--- config.mk ---
export PLATFORM = sky130hd
export DESIGN_NAME = ecu_ext_ctrl
export DESIGN_NICKNAME = d
export VERILOG_FILES = /design/src/logic/ecu_pkg.sv /design/src/logic/ecu_ext_ctrl.sv
export SDC_FILE = /design/constraint.sdc
export NUM_CORES = 1
export LEC_CHECK = 0
export BUFFER_PORTS_ARGS = -buffer_cell sky130_fd_sc_hd__buf_2
export CORE_ASPECT_RATIO = 0.7
export CORE_MARGIN = 2
export CORE_UTILIZATION = 48
export CTS_CLUSTER_DIAMETER = 200
export DETAILED_ROUTE_END_ITERATION = 10
export PLACE_DENSITY = 0.77
export SETUP_SLACK_MARGIN = 0.5
export SYNTH_ARGS = -nofsm -noshare
export SYNTH_HDL_FRONTEND = slang
export SYNTH_SLANG_ARGS = --single-unit
--- constraint.sdc ---
create_clock -name i_clk -period 3.4 [get_ports i_clk]
set_input_delay 0.17 -clock i_clk [delete_from_list [all_inputs] [get_ports i_clk]]
set_output_delay 0.17 -clock i_clk [all_outputs]
set_load 0.02 [all_outputs]
--- src/logic/ecu_pkg.sv ---
// Constants and types shared by the extended control upper-field block
package ecu_pkg;
	// Register byte addresses
	localparam logic [15:0] ECU_EXT_CTRL_ADDR = 16'h0018;
	localparam logic [15:0] ECU_SPEED_CTRL_ADDR = 16'h0100;
	localparam logic [15:0] ECU_STATUS_ADDR = 16'h0104;
	localparam logic [15:0] ECU_COMMAND_ADDR = 16'h0108;

	// Extended control field positions
	localparam int ECU_BYPASS_BIT = 15;
	localparam int ECU_DYN_GATE_BIT = 19;
	localparam int ECU_PHY_LP_BIT = 20;
	localparam int ECU_DMA_SEL_BIT = 25;
	localparam int ECU_PLL_KEEP_BIT = 26;
	localparam int ECU_AUTOMASK_BIT = 27;
	localparam int ECU_DRIVER_BIT = 28;
	localparam int ECU_TIMER_RST_BIT = 29;

	// Extended control reset values
	localparam logic ECU_BYPASS_RST = 1'b0;
	localparam logic ECU_DYN_GATE_RST = 1'b0;
	localparam logic ECU_PHY_LP_RST = 1'b1;
	localparam logic ECU_DMA_SEL_RST = 1'b0;
	localparam logic ECU_PLL_KEEP_RST = 1'b0;
	localparam logic ECU_AUTOMASK_RST = 1'b0;
	localparam logic ECU_DRIVER_RST = 1'b0;
	localparam logic ECU_TIMER_RST_RST = 1'b0;

	// Speed control fields
	localparam int ECU_FORCED_SPEED_LSB = 0;
	localparam int ECU_FORCE_BIT = 2;
	localparam logic [1:0] ECU_FORCED_SPEED_RST = 2'h0;
	localparam logic ECU_FORCE_RST = 1'b0;

	// Status fields
	localparam int ECU_ST_SPEED_LSB = 0;
	localparam int ECU_ST_PLL_RUN_BIT = 2;
	localparam int ECU_ST_DMA_PLL_BIT = 3;
	localparam int ECU_ST_PHY_LP_BIT = 4;
	localparam int ECU_ST_GATE_BIT = 5;
	localparam int ECU_ST_NVM_BUSY_BIT = 6;
	localparam int ECU_ST_QUARTER_BIT = 7;

	// Command fields
	localparam int ECU_CMD_RELOAD_BIT = 0;

	// Positions of the loaded defaults within NVM word 13h
	localparam int ECU_NVM_DYN_GATE_BIT = 0;
	localparam int ECU_NVM_PHY_LP_BIT = 1;

	// Speed encodings
	localparam logic [1:0] ECU_SPEED_10 = 2'h0;
	localparam logic [1:0] ECU_SPEED_100 = 2'h1;
	localparam logic [1:0] ECU_SPEED_RST = 2'h0;

	typedef enum logic [0:0] {
		ECU_NVM_IDLE,
		ECU_NVM_WAIT
	} ecu_nvm_st_t;
endpackage

--- src/logic/ecu_ext_ctrl.sv ---
// Extended device control upper fields with APB access and control outputs
//
// Notes on behaviour
// [RQ1] Bit 19 enables dynamic DMA/MAC gating, NVM default
// [RQ2] Fuse forces gating output zero, reads stored
// [RQ3] Bit 20 resets one, allows PHY low power
// [RQ4] Gigabit always clocks DMA from PLL/2
// [RQ5] Non-gigabit, select zero picks oscillator clock
// [RQ6] Test mode: select and keep-on give PLL/2
// [RQ7] Bit 26 clear: PLL runs only when needed
// [RQ8] Bit 26 set keeps PLL always running
// [RQ9] Bit 27: cause access copies automask to clear
// [RQ10] Driver sets/clears bit 28; soft reset clears
// [RQ11] Driver-present bit goes to manageability controller
// [RQ12] Bit 29: mask-set write restarts delay timers
// [RQ13] Bit 29 clear: no timer restart on unmask
// [RQ14] Reserved bits read zero, writes ignored
// [RQ15] Reload command reloads NVM defaults into fields
// [RQ16] Software saves/restores registers around reload
// [RQ17] Reloaded base address waits for remap
// [RQ18] Bypass applies forced speed immediately
// [RQ19] Bit 15 bypasses speed detection entirely
// [RQ20] Speed 00=10, 01=100, 1x=1000 Mb/s
// [RQ21] Reset values first, then NVM load overwrites
`timescale 1ns/1ps
module ecu_ext_ctrl #(
	parameter int ADDR_W = 16,
	parameter int BAR_W = 32
) (
	input wire logic i_clk,
	input wire logic i_rst_n,
	input wire logic i_psel,
	input wire logic i_penable,
	input wire logic i_pwrite,
	input wire logic [ADDR_W-1:0] i_paddr,
	input wire logic [31:0] i_pwdata,
	input wire logic [3:0] i_pstrb,
	output logic o_pready,
	output logic [31:0] o_prdata,
	output logic o_pslverr,
	input wire logic i_soft_rst,
	input wire logic i_gate_fuse_disable,
	input wire logic i_nvm_load_done,
	input wire logic [15:0] i_nvm_word13,
	input wire logic [BAR_W-1:0] i_nvm_bar_value,
	input wire logic i_remap_strobe,
	input wire logic i_dma_quarter_clk_cap,
	input wire logic i_dma_off_state,
	input wire logic i_power_d3,
	input wire logic i_power_dr,
	input wire logic i_wol_enabled,
	input wire logic i_link_pll_needed,
	input wire logic [1:0] i_detected_speed,
	input wire logic i_clk_switch_done,
	input wire logic i_int_cause_access,
	input wire logic i_int_mask_set_write,
	input wire logic [31:0] i_automask_value,
	output logic o_dynamic_gate_en,
	output logic o_phy_lowpower_ok,
	output logic o_dma_clk_from_pll,
	output logic o_link_pll_run,
	output logic o_driver_present,
	output logic o_imc_copy_we,
	output logic [31:0] o_imc_copy_data,
	output logic o_int_timer_restart,
	output logic o_nvm_reload_req,
	output logic [1:0] o_mac_speed,
	output logic [BAR_W-1:0] o_bar_config
);
	import ecu_pkg::*;

	typedef struct packed {
		logic bypass;
		logic dyn_gate;
		logic phy_lp;
		logic dma_sel;
		logic pll_keep;
		logic automask;
		logic driver;
		logic timer_rst;
		logic force_en;
		logic [1:0] forced_speed;
		logic [1:0] speed;
		ecu_nvm_st_t nvm_st;
		logic [BAR_W-1:0] bar_pending;
		logic [BAR_W-1:0] bar_active;
		logic pready;
		logic [31:0] prdata;
		logic pslverr;
		logic gate_out;
		logic phy_lp_ok;
		logic dma_pll;
		logic pll_run;
		logic imc_we;
		logic [31:0] imc_data;
		logic timer_restart;
		logic nvm_req;
	} ecu_state_t;

	ecu_state_t st;
	ecu_state_t next_st;

	logic setup_phase;
	logic wr_done;
	logic addr_ok;
	logic [31:0] ext_rd;
	logic [31:0] spd_rd;
	logic [31:0] stat_rd;
	logic [31:0] wmask;
	logic [31:0] wdata;
	logic [1:0] next_speed;
	logic [31:0] rd_sel;
	logic nvm_busy;
	logic reload_accept;
	logic low_power_state;
	logic gigabit_mode;
	logic gate_allowed;
	logic automask_copy;
	logic unmask_restart;

	assign setup_phase = i_psel && !i_penable && !st.pready;
	assign wr_done = i_psel && i_penable && st.pready && i_pwrite;
	assign wmask = {{8{i_pstrb[3]}}, {8{i_pstrb[2]}}, {8{i_pstrb[1]}}, {8{i_pstrb[0]}}};
	assign wdata = i_pwdata & wmask;

	assign nvm_busy = (st.nvm_st == ECU_NVM_WAIT);
	// Reload requests are dropped while an NVM read is still in flight
	assign reload_accept = wdata[ECU_CMD_RELOAD_BIT] && !nvm_busy;
	// Power states in which the PHY may drop to low power
	assign low_power_state = i_dma_off_state || i_power_d3 || i_power_dr; // see [RQ3]
	// Both codes with the upper bit set mean gigabit
	assign gigabit_mode = st.speed[1]; // see [RQ20]
	// The fuse hides the bit from the gating logic only, never from reads
	assign gate_allowed = !i_gate_fuse_disable; // see [RQ2]
	assign automask_copy = i_int_cause_access && st.automask; // see [RQ9]
	assign unmask_restart = i_int_mask_set_write && st.timer_rst; // see [RQ12] see [RQ13]

	// Read views of each register
	always_comb begin
		ext_rd = 32'h0000_0000; // see [RQ14]
		ext_rd[ECU_BYPASS_BIT] = st.bypass;
		ext_rd[ECU_DYN_GATE_BIT] = st.dyn_gate; // see [RQ2]
		ext_rd[ECU_PHY_LP_BIT] = st.phy_lp;
		ext_rd[ECU_DMA_SEL_BIT] = st.dma_sel;
		ext_rd[ECU_PLL_KEEP_BIT] = st.pll_keep;
		ext_rd[ECU_AUTOMASK_BIT] = st.automask;
		ext_rd[ECU_DRIVER_BIT] = st.driver;
		ext_rd[ECU_TIMER_RST_BIT] = st.timer_rst;
		spd_rd = 32'h0000_0000;
		spd_rd[ECU_FORCED_SPEED_LSB +: 2] = st.forced_speed;
		spd_rd[ECU_FORCE_BIT] = st.force_en;
		stat_rd = 32'h0000_0000;
		stat_rd[ECU_ST_SPEED_LSB +: 2] = st.speed;
		stat_rd[ECU_ST_PLL_RUN_BIT] = st.pll_run;
		stat_rd[ECU_ST_DMA_PLL_BIT] = st.dma_pll;
		stat_rd[ECU_ST_PHY_LP_BIT] = st.phy_lp_ok;
		stat_rd[ECU_ST_GATE_BIT] = st.gate_out;
		stat_rd[ECU_ST_NVM_BUSY_BIT] = nvm_busy;
		stat_rd[ECU_ST_QUARTER_BIT] = i_dma_quarter_clk_cap;
		// Address decode and the word a read would return
		rd_sel = 32'h0000_0000;
		case (i_paddr[15:0])
			ECU_EXT_CTRL_ADDR: begin
				addr_ok = 1'b1;
				rd_sel = ext_rd;
			end
			ECU_SPEED_CTRL_ADDR: begin
				addr_ok = 1'b1;
				rd_sel = spd_rd;
			end
			ECU_STATUS_ADDR: begin
				addr_ok = 1'b1;
				rd_sel = stat_rd;
			end
			// Command bits are strobes and read back as zero
			ECU_COMMAND_ADDR: addr_ok = 1'b1;
			default: addr_ok = 1'b0;
		endcase
	end

	// Speed actually applied to the MAC
	always_comb begin
		next_speed = st.speed;
		if (st.bypass) begin
			next_speed = st.forced_speed; // see [RQ18] see [RQ19]
		end else if (i_clk_switch_done) begin
			next_speed = st.force_en ? st.forced_speed : i_detected_speed;
		end
	end

	always_comb begin
		next_st = st;
		next_st.imc_we = 1'b0;
		next_st.timer_restart = 1'b0;
		next_st.nvm_req = 1'b0;

		// APB: one access cycle, answer prepared in the setup cycle
		next_st.pready = setup_phase;
		if (setup_phase) begin
			next_st.pslverr = !addr_ok;
			next_st.prdata = 32'h0000_0000;
			if (!i_pwrite) begin
				next_st.prdata = rd_sel;
			end
		end else if (st.pready) begin
			next_st.pslverr = 1'b0;
		end

		// Register writes take effect at the completing edge
		if (wr_done) begin
			case (i_paddr[15:0])
				ECU_EXT_CTRL_ADDR: begin
					if (i_pstrb[1]) begin
						next_st.bypass = wdata[ECU_BYPASS_BIT];
					end
					if (i_pstrb[2]) begin
						next_st.dyn_gate = wdata[ECU_DYN_GATE_BIT];
						next_st.phy_lp = wdata[ECU_PHY_LP_BIT];
					end
					if (i_pstrb[3]) begin
						next_st.dma_sel = wdata[ECU_DMA_SEL_BIT];
						next_st.pll_keep = wdata[ECU_PLL_KEEP_BIT]; // see [RQ8]
						next_st.automask = wdata[ECU_AUTOMASK_BIT];
						next_st.driver = wdata[ECU_DRIVER_BIT]; // see [RQ10]
						next_st.timer_rst = wdata[ECU_TIMER_RST_BIT];
					end
				end
				ECU_SPEED_CTRL_ADDR: begin
					if (i_pstrb[0]) begin
						next_st.forced_speed = wdata[ECU_FORCED_SPEED_LSB +: 2];
						next_st.force_en = wdata[ECU_FORCE_BIT];
					end
				end
				ECU_COMMAND_ADDR: begin
					if (reload_accept) begin
						next_st.nvm_req = 1'b1; // see [RQ15]
						next_st.nvm_st = ECU_NVM_WAIT;
					end
				end
				default: begin
				end
			endcase
		end

		// Soft reset restores reset values, driver flag included
		if (i_soft_rst) begin
			next_st.bypass = ECU_BYPASS_RST;
			next_st.dyn_gate = ECU_DYN_GATE_RST;
			next_st.phy_lp = ECU_PHY_LP_RST;
			next_st.dma_sel = ECU_DMA_SEL_RST;
			next_st.pll_keep = ECU_PLL_KEEP_RST;
			next_st.automask = ECU_AUTOMASK_RST;
			next_st.driver = ECU_DRIVER_RST; // see [RQ10]
			next_st.timer_rst = ECU_TIMER_RST_RST;
			next_st.force_en = ECU_FORCE_RST;
			next_st.forced_speed = ECU_FORCED_SPEED_RST;
		end

		// NVM load overwrites loaded fields; base address only staged
		case (st.nvm_st)
			ECU_NVM_IDLE: begin
			end
			ECU_NVM_WAIT: begin
				if (i_nvm_load_done) begin
					next_st.nvm_st = ECU_NVM_IDLE;
				end
			end
			default: next_st.nvm_st = ECU_NVM_IDLE;
		endcase
		if (i_nvm_load_done) begin
			next_st.dyn_gate = i_nvm_word13[ECU_NVM_DYN_GATE_BIT]; // see [RQ1] see [RQ21]
			next_st.phy_lp = i_nvm_word13[ECU_NVM_PHY_LP_BIT]; // see [RQ3] see [RQ21]
			next_st.bar_pending = i_nvm_bar_value; // see [RQ17]
		end
		if (i_remap_strobe) begin
			next_st.bar_active = st.bar_pending; // see [RQ17]
		end

		next_st.speed = next_speed;

		// Control outputs derived from the stored fields
		next_st.gate_out = st.dyn_gate && gate_allowed; // see [RQ1] see [RQ2]
		next_st.phy_lp_ok = st.phy_lp && !i_wol_enabled && low_power_state; // see [RQ3]
		// Gigabit (1x) forces PLL/2; otherwise the select bit decides
		next_st.dma_pll = gigabit_mode || st.dma_sel; // see [RQ4] see [RQ5] see [RQ6] see [RQ20]
		next_st.pll_run = st.pll_keep || i_link_pll_needed; // see [RQ7] see [RQ8]

		// Interrupt side effects
		if (automask_copy) begin
			next_st.imc_we = 1'b1; // see [RQ9]
			next_st.imc_data = i_automask_value;
		end
		next_st.timer_restart = unmask_restart; // see [RQ12] see [RQ13]
	end

	always_ff @(posedge i_clk or negedge i_rst_n) begin
		if (!i_rst_n) begin
			st.bypass <= ECU_BYPASS_RST;
			st.dyn_gate <= ECU_DYN_GATE_RST; // see [RQ21]
			st.phy_lp <= ECU_PHY_LP_RST; // see [RQ3]
			st.dma_sel <= ECU_DMA_SEL_RST;
			st.pll_keep <= ECU_PLL_KEEP_RST;
			st.automask <= ECU_AUTOMASK_RST;
			st.driver <= ECU_DRIVER_RST;
			st.timer_rst <= ECU_TIMER_RST_RST;
			st.force_en <= ECU_FORCE_RST;
			st.forced_speed <= ECU_FORCED_SPEED_RST;
			st.speed <= ECU_SPEED_RST;
			st.nvm_st <= ECU_NVM_IDLE;
			st.bar_pending <= '0;
			st.bar_active <= '0;
			st.pready <= 1'b0;
			st.prdata <= 32'h0000_0000;
			st.pslverr <= 1'b0;
			st.gate_out <= 1'b0;
			st.phy_lp_ok <= 1'b0;
			st.dma_pll <= 1'b0;
			st.pll_run <= 1'b0;
			st.imc_we <= 1'b0;
			st.imc_data <= 32'h0000_0000;
			st.timer_restart <= 1'b0;
			st.nvm_req <= 1'b0;
		end else begin
			st <= next_st;
		end
	end

	assign o_pready = st.pready;
	assign o_prdata = st.prdata;
	assign o_pslverr = st.pslverr;
	assign o_dynamic_gate_en = st.gate_out;
	assign o_phy_lowpower_ok = st.phy_lp_ok;
	assign o_dma_clk_from_pll = st.dma_pll;
	assign o_link_pll_run = st.pll_run;
	assign o_driver_present = st.driver; // see [RQ11]
	assign o_imc_copy_we = st.imc_we;
	assign o_imc_copy_data = st.imc_data;
	assign o_int_timer_restart = st.timer_restart;
	assign o_nvm_reload_req = st.nvm_req;
	assign o_mac_speed = st.speed;
	assign o_bar_config = st.bar_active;
endmodule

# After elaboration in Yosys (flattened, before gate mapping)
# Cells that the tools add are included.
totals:
  out_inout_bits: 108
  reg_bits: 151
  elab_cells: 93
classes:
  mux: 26
  bitwise_logic: 1
  eq_ne: 4
  reduce_logical: 37
op_table:
  columns: ["cell", "count"]
  rows:
  - ["30-bit case mux with 3 select lines", 1]
  - ["16-bit by 9-bit == test with 1-bit output (second input constant)", 3]
  - ["33-bit 2-to-1 mux", 1]
  - ["32-bit 2-to-1 mux", 1]
  - ["30-bit AND", 1]
  - ["11-bit 2-to-1 mux", 2]
  - ["16-bit by 5-bit == test with 1-bit output (second input constant)", 1]
  - ["2-bit nonzero test", 8]
  - ["1-bit 2-to-1 mux", 12]
  - ["3-bit AND reduction", 4]
  - ["1-bit logical AND", 11]
  - ["2-bit 2-to-1 mux", 5]
  - ["3-bit nonzero test", 3]
  - ["8-bit 2-to-1 mux", 1]
  - ["1-bit zero test", 6]
  - ["3-bit 2-to-1 mux", 2]
  - ["5-bit 2-to-1 mux", 1]
  - ["1-bit logical OR", 4]
  - ["4-bit OR reduction", 1]

# Longest topological paths before layout
logic_depth:
  ltp_word: 7
  mapped_depth: 7
  ltp_nobuf: 6

# Worst setup path after synthesis
# OpenSTA, ideal clock, no wires.
synth_timing:
  kind: "register -> register"
  start: "reg st (netlist bit o_pready)"
  end: "reg st (netlist bit ext_rd[20])"
  arrival_ns: 1.436
  path_stages_with_launch: 6
  setup_slack_ns: 1.883
  required_time_ns: 3.319
  setup_time_ns: 0.081
  period_less_slack_ns: 1.517
  cell_sequence: "dfrtp_1 > and4_1 > and4_1 > buf_2 > a31o_2 > a32oi_1"
synth_between:
  elab_chain_len: 4
synth_rtl:
  columns: ["element", "line_no", "text"]
  rows:
  - ["from (decl)", "ecu_ext_ctrl.sv:100", "ecu_state_t st;"]
  - ["1-bit logical AND (2 in series)", "ecu_ext_ctrl.sv:122", "assign wr_done = i_psel && i_penable && st.pready && i_pwrite;"]
  - ["3-bit nonzero test (no source line)", null, null]
  - ["3-bit AND reduction (no source line)", null, null]
# Every way passes these cells.
# A chain may end at the register's enable or synchronous reset.

==> impl_metrics.tcl <==
set metrics [dict create \
    ir_drop_v 0.0003453 \
    drc 0 \
    r2r_slack_ps 1330 \
    synth.area.top_cells "dfrtp_1, mux2_2, buf_4, a22o_1, nand4_1" \
    finClkSkew_ps 8.495 \
    cts_buffers 17 \
    grt_use_total_pct 20.29 \
    avgViaCountPerCell 4.930 \
    cp-startpoint "o_pready" \
    fin_area_um2 7875 \
    postCtsHoldBufs 65 \
    io_buffer_count 208 \
    coreArea_um2 12340 \
    hold_class "input pin to flip-flop" \
    synth_ff_type "dfrtp_1" \
    synth_top_area_cell "dfrtp_1" \
    post-cts-setup-buffer-count 0 \
    r2r_cells 5 \
    p_leak_nw 3.973 \
    clkSlewWorstSetupHoldPaths_ps 60 \
    die_h_um 97.65 \
    finalNetCount 806 \
    power_density_nw_per_um2 536.0 \
    finalSetupViolations 0 \
    max_freq_mhz 483.0 \
    wire_per_inst_um 16.44 \
    synthCells 457 \
    overflow 0 \
    synth-edff-count 0 \
    post-route-util_pct 63.83 \
    grt_pass1_vias 4286 \
    grt_max_degree 73 \
    max-cap-violations 0 \
    drt_wl_total_um 13630 \
    tightest_slew_ps 918.5 \
    ys_types 40 \
    cts.htree.levels 4 \
    outcome "finished, final reports clean" \
    synth_top_area_share_pct 55.76 \
    relSlewSlack_pct 38.77 \
    ys_ff_latch 135 \
    cp-end-kind "flip-flop" \
    die_x_um 137.8 \
    tritoncts "built" \
    synth_warnings 0 \
    drt_pass1_iterations 4 \
    synth.avg_cell_area_um2 13.16 \
    n_fill_cell 922 \
    final_hold_viol_count 0 \
    postRouteAntennaNets 0 \
    required_ps 3730 \
    routabilityCongestion 0.8857 \
    start_util_pct 48.74 \
    postPlaceCellArea_um2 6549 \
    clock_path_buffers 2 \
    antenna_found_initial 0 \
    grt_setup_unrepaired "no" \
    clk_latency_ps 400 \
    critPathCapture "o_prdata[7]" \
    cts.sinks 135 \
    row_count 34 \
    area_delta_synth_final_pct 30.96 \
    dpl.hpwl_um 8950 \
    drtIter0Drc 194 \
    r2r_end "o_prdata[7]" \
    antenna_cells 0 \
    rr_startpoint "o_pready" \
    grt_pass1_wl_um 20980 \
    synth_common_cells "dfrtp_1, buf_4, mux2_2" \
    synth-async-reset-ratio_pct 100.0 \
    drv_slew 0 \
    pin_count 260 \
    cp_max_fo 17 \
    syn_area_um2 6013 \
    crit_type "flip-flop to flip-flop" \
    cp.arrival_ps 2400 \
    die_area_um2 13450 \
    root_buffer "clkbuf_16" \
    finalWorstPathRequiredPeriod_ps 2070 \
    num_vias 4087 \
    fin_crit_sh_pct 60.90 \
    cts-resized-gates 0 \
    synth.most_common_cell "dfrtp_1" \
    startpoint_type "flip-flop" \
    setup-tns-final_ps 0 \
    layout-drive-gt1-share_pct 52.47 \
    seq_area_frac_synth_pct 56.20 \
]
==> how the worst min path moves through the flow <==
stage	start	endpoint	slack, ps	depth (start not counted)
floorplan	i_rst_n	ext_rd[15]	-130	0
global placement	i_rst_n	st[105]	170	1
detailed placement	i_rst_n	st[105]	190	1
CTS	i_automask_value[18]	o_imc_copy_data[18]	0.3	2
global route	i_nvm_bar_value[29]	st[134]	0.8	2
finish	i_nvm_bar_value[29]	st[134]	20	2
==> cell families (layout without fill, tap and decap cells) <==
kind of cell	count (synthesis)	after routing	synth area share (%)
flops	135	135	56.20
buf+inv	121	316	13.71
mux	99	99	18.48
simple gates	56	56	6.347
compound gates	45	45	5.202
other cells	1	16	0.06236
==> flip-flops by register name, indices dropped and copies added (netlist names) <==
name                 count
o_dynamic_gate_en        1
o_int_timer_restart      1
o_pready                 1
o_imc_copy_data         32
ext_rd                   7
o_dma_clk_from_pll       1
o_phy_lowpower_ok        1
o_mac_speed              2
o_driver_present         1
o_prdata                16
spd_rd                   3
nvm_busy                 1
o_link_pll_run           1
o_nvm_reload_req         1
st                      32
o_imc_copy_we            1
o_pslverr                1
o_bar_config            32
==> cell type report <==
cell class / instances / area [µm²] / share of cell area [%]
repair buffers: 277 / 1763 / 22.39
multi-input cells: 216 / 1866 / 23.69
inverters: 7 / 26.28 / 0.3337
flip-flops and latches: 135 / 3379 / 42.91
clock buffers: 17 / 425.4 / 5.402
clock inverters: 15 / 212.7 / 2.701
well taps: 162 / 202.7 / 2.574
==> power by group <==
part / switching (mW) / total [mW] / internal (mW)
combinational: 0.261 / 0.499 / 0.238
sequential: 0.0567 / 1.77 / 1.71
clock: 0.707 / 1.95 / 1.25
total: 1.02 / 4.22 / 3.20
==> placed cells by master, fill, tap and decap left out, drive strengths merged, types with 5 or more instances in the layout <==
cell,count
dfrtp,134
inv,14
mux2,96
nor3,5
conb,16
nand2,11
a22o,13
clkbuf,17
buf,211
nand4,11
a21oi,11
o21ai,9
dlygate4sd3,66
==> critical path, stage by stage (launching register included) <==
cell,delay (ps)
dfrtp_1,400
nand2b_1,460
inv_1,200
nand4b_1,230
nor3_2,500
a22o_1,210
==> per-layer routing <==
layer	share of wire [%]	wire length, µm	global-route usage [%]	up-vias
li1	-	-	-	1879
met1	41	5613	24.55	2030
met2	50	6823	34.79	165
met3	7.8	1064	6.625	13
met4	0.96	131	5.416	0
met5	0	0	0	-
==> metrics by stage <==
stage	setup WS, ps	power [mW]	instances	hold slack, ps
floorplan	1883	2.116	472	-125.6
global route	1221	4.406	829	0.7856
global placement	1379	2.212	730	174.3
CTS	1330	4.272	827	0.2963
finish	1330	4.221	829	18.05
detailed placement	1286	2.233	730	185.1
(Power assumes the default switching activity.)
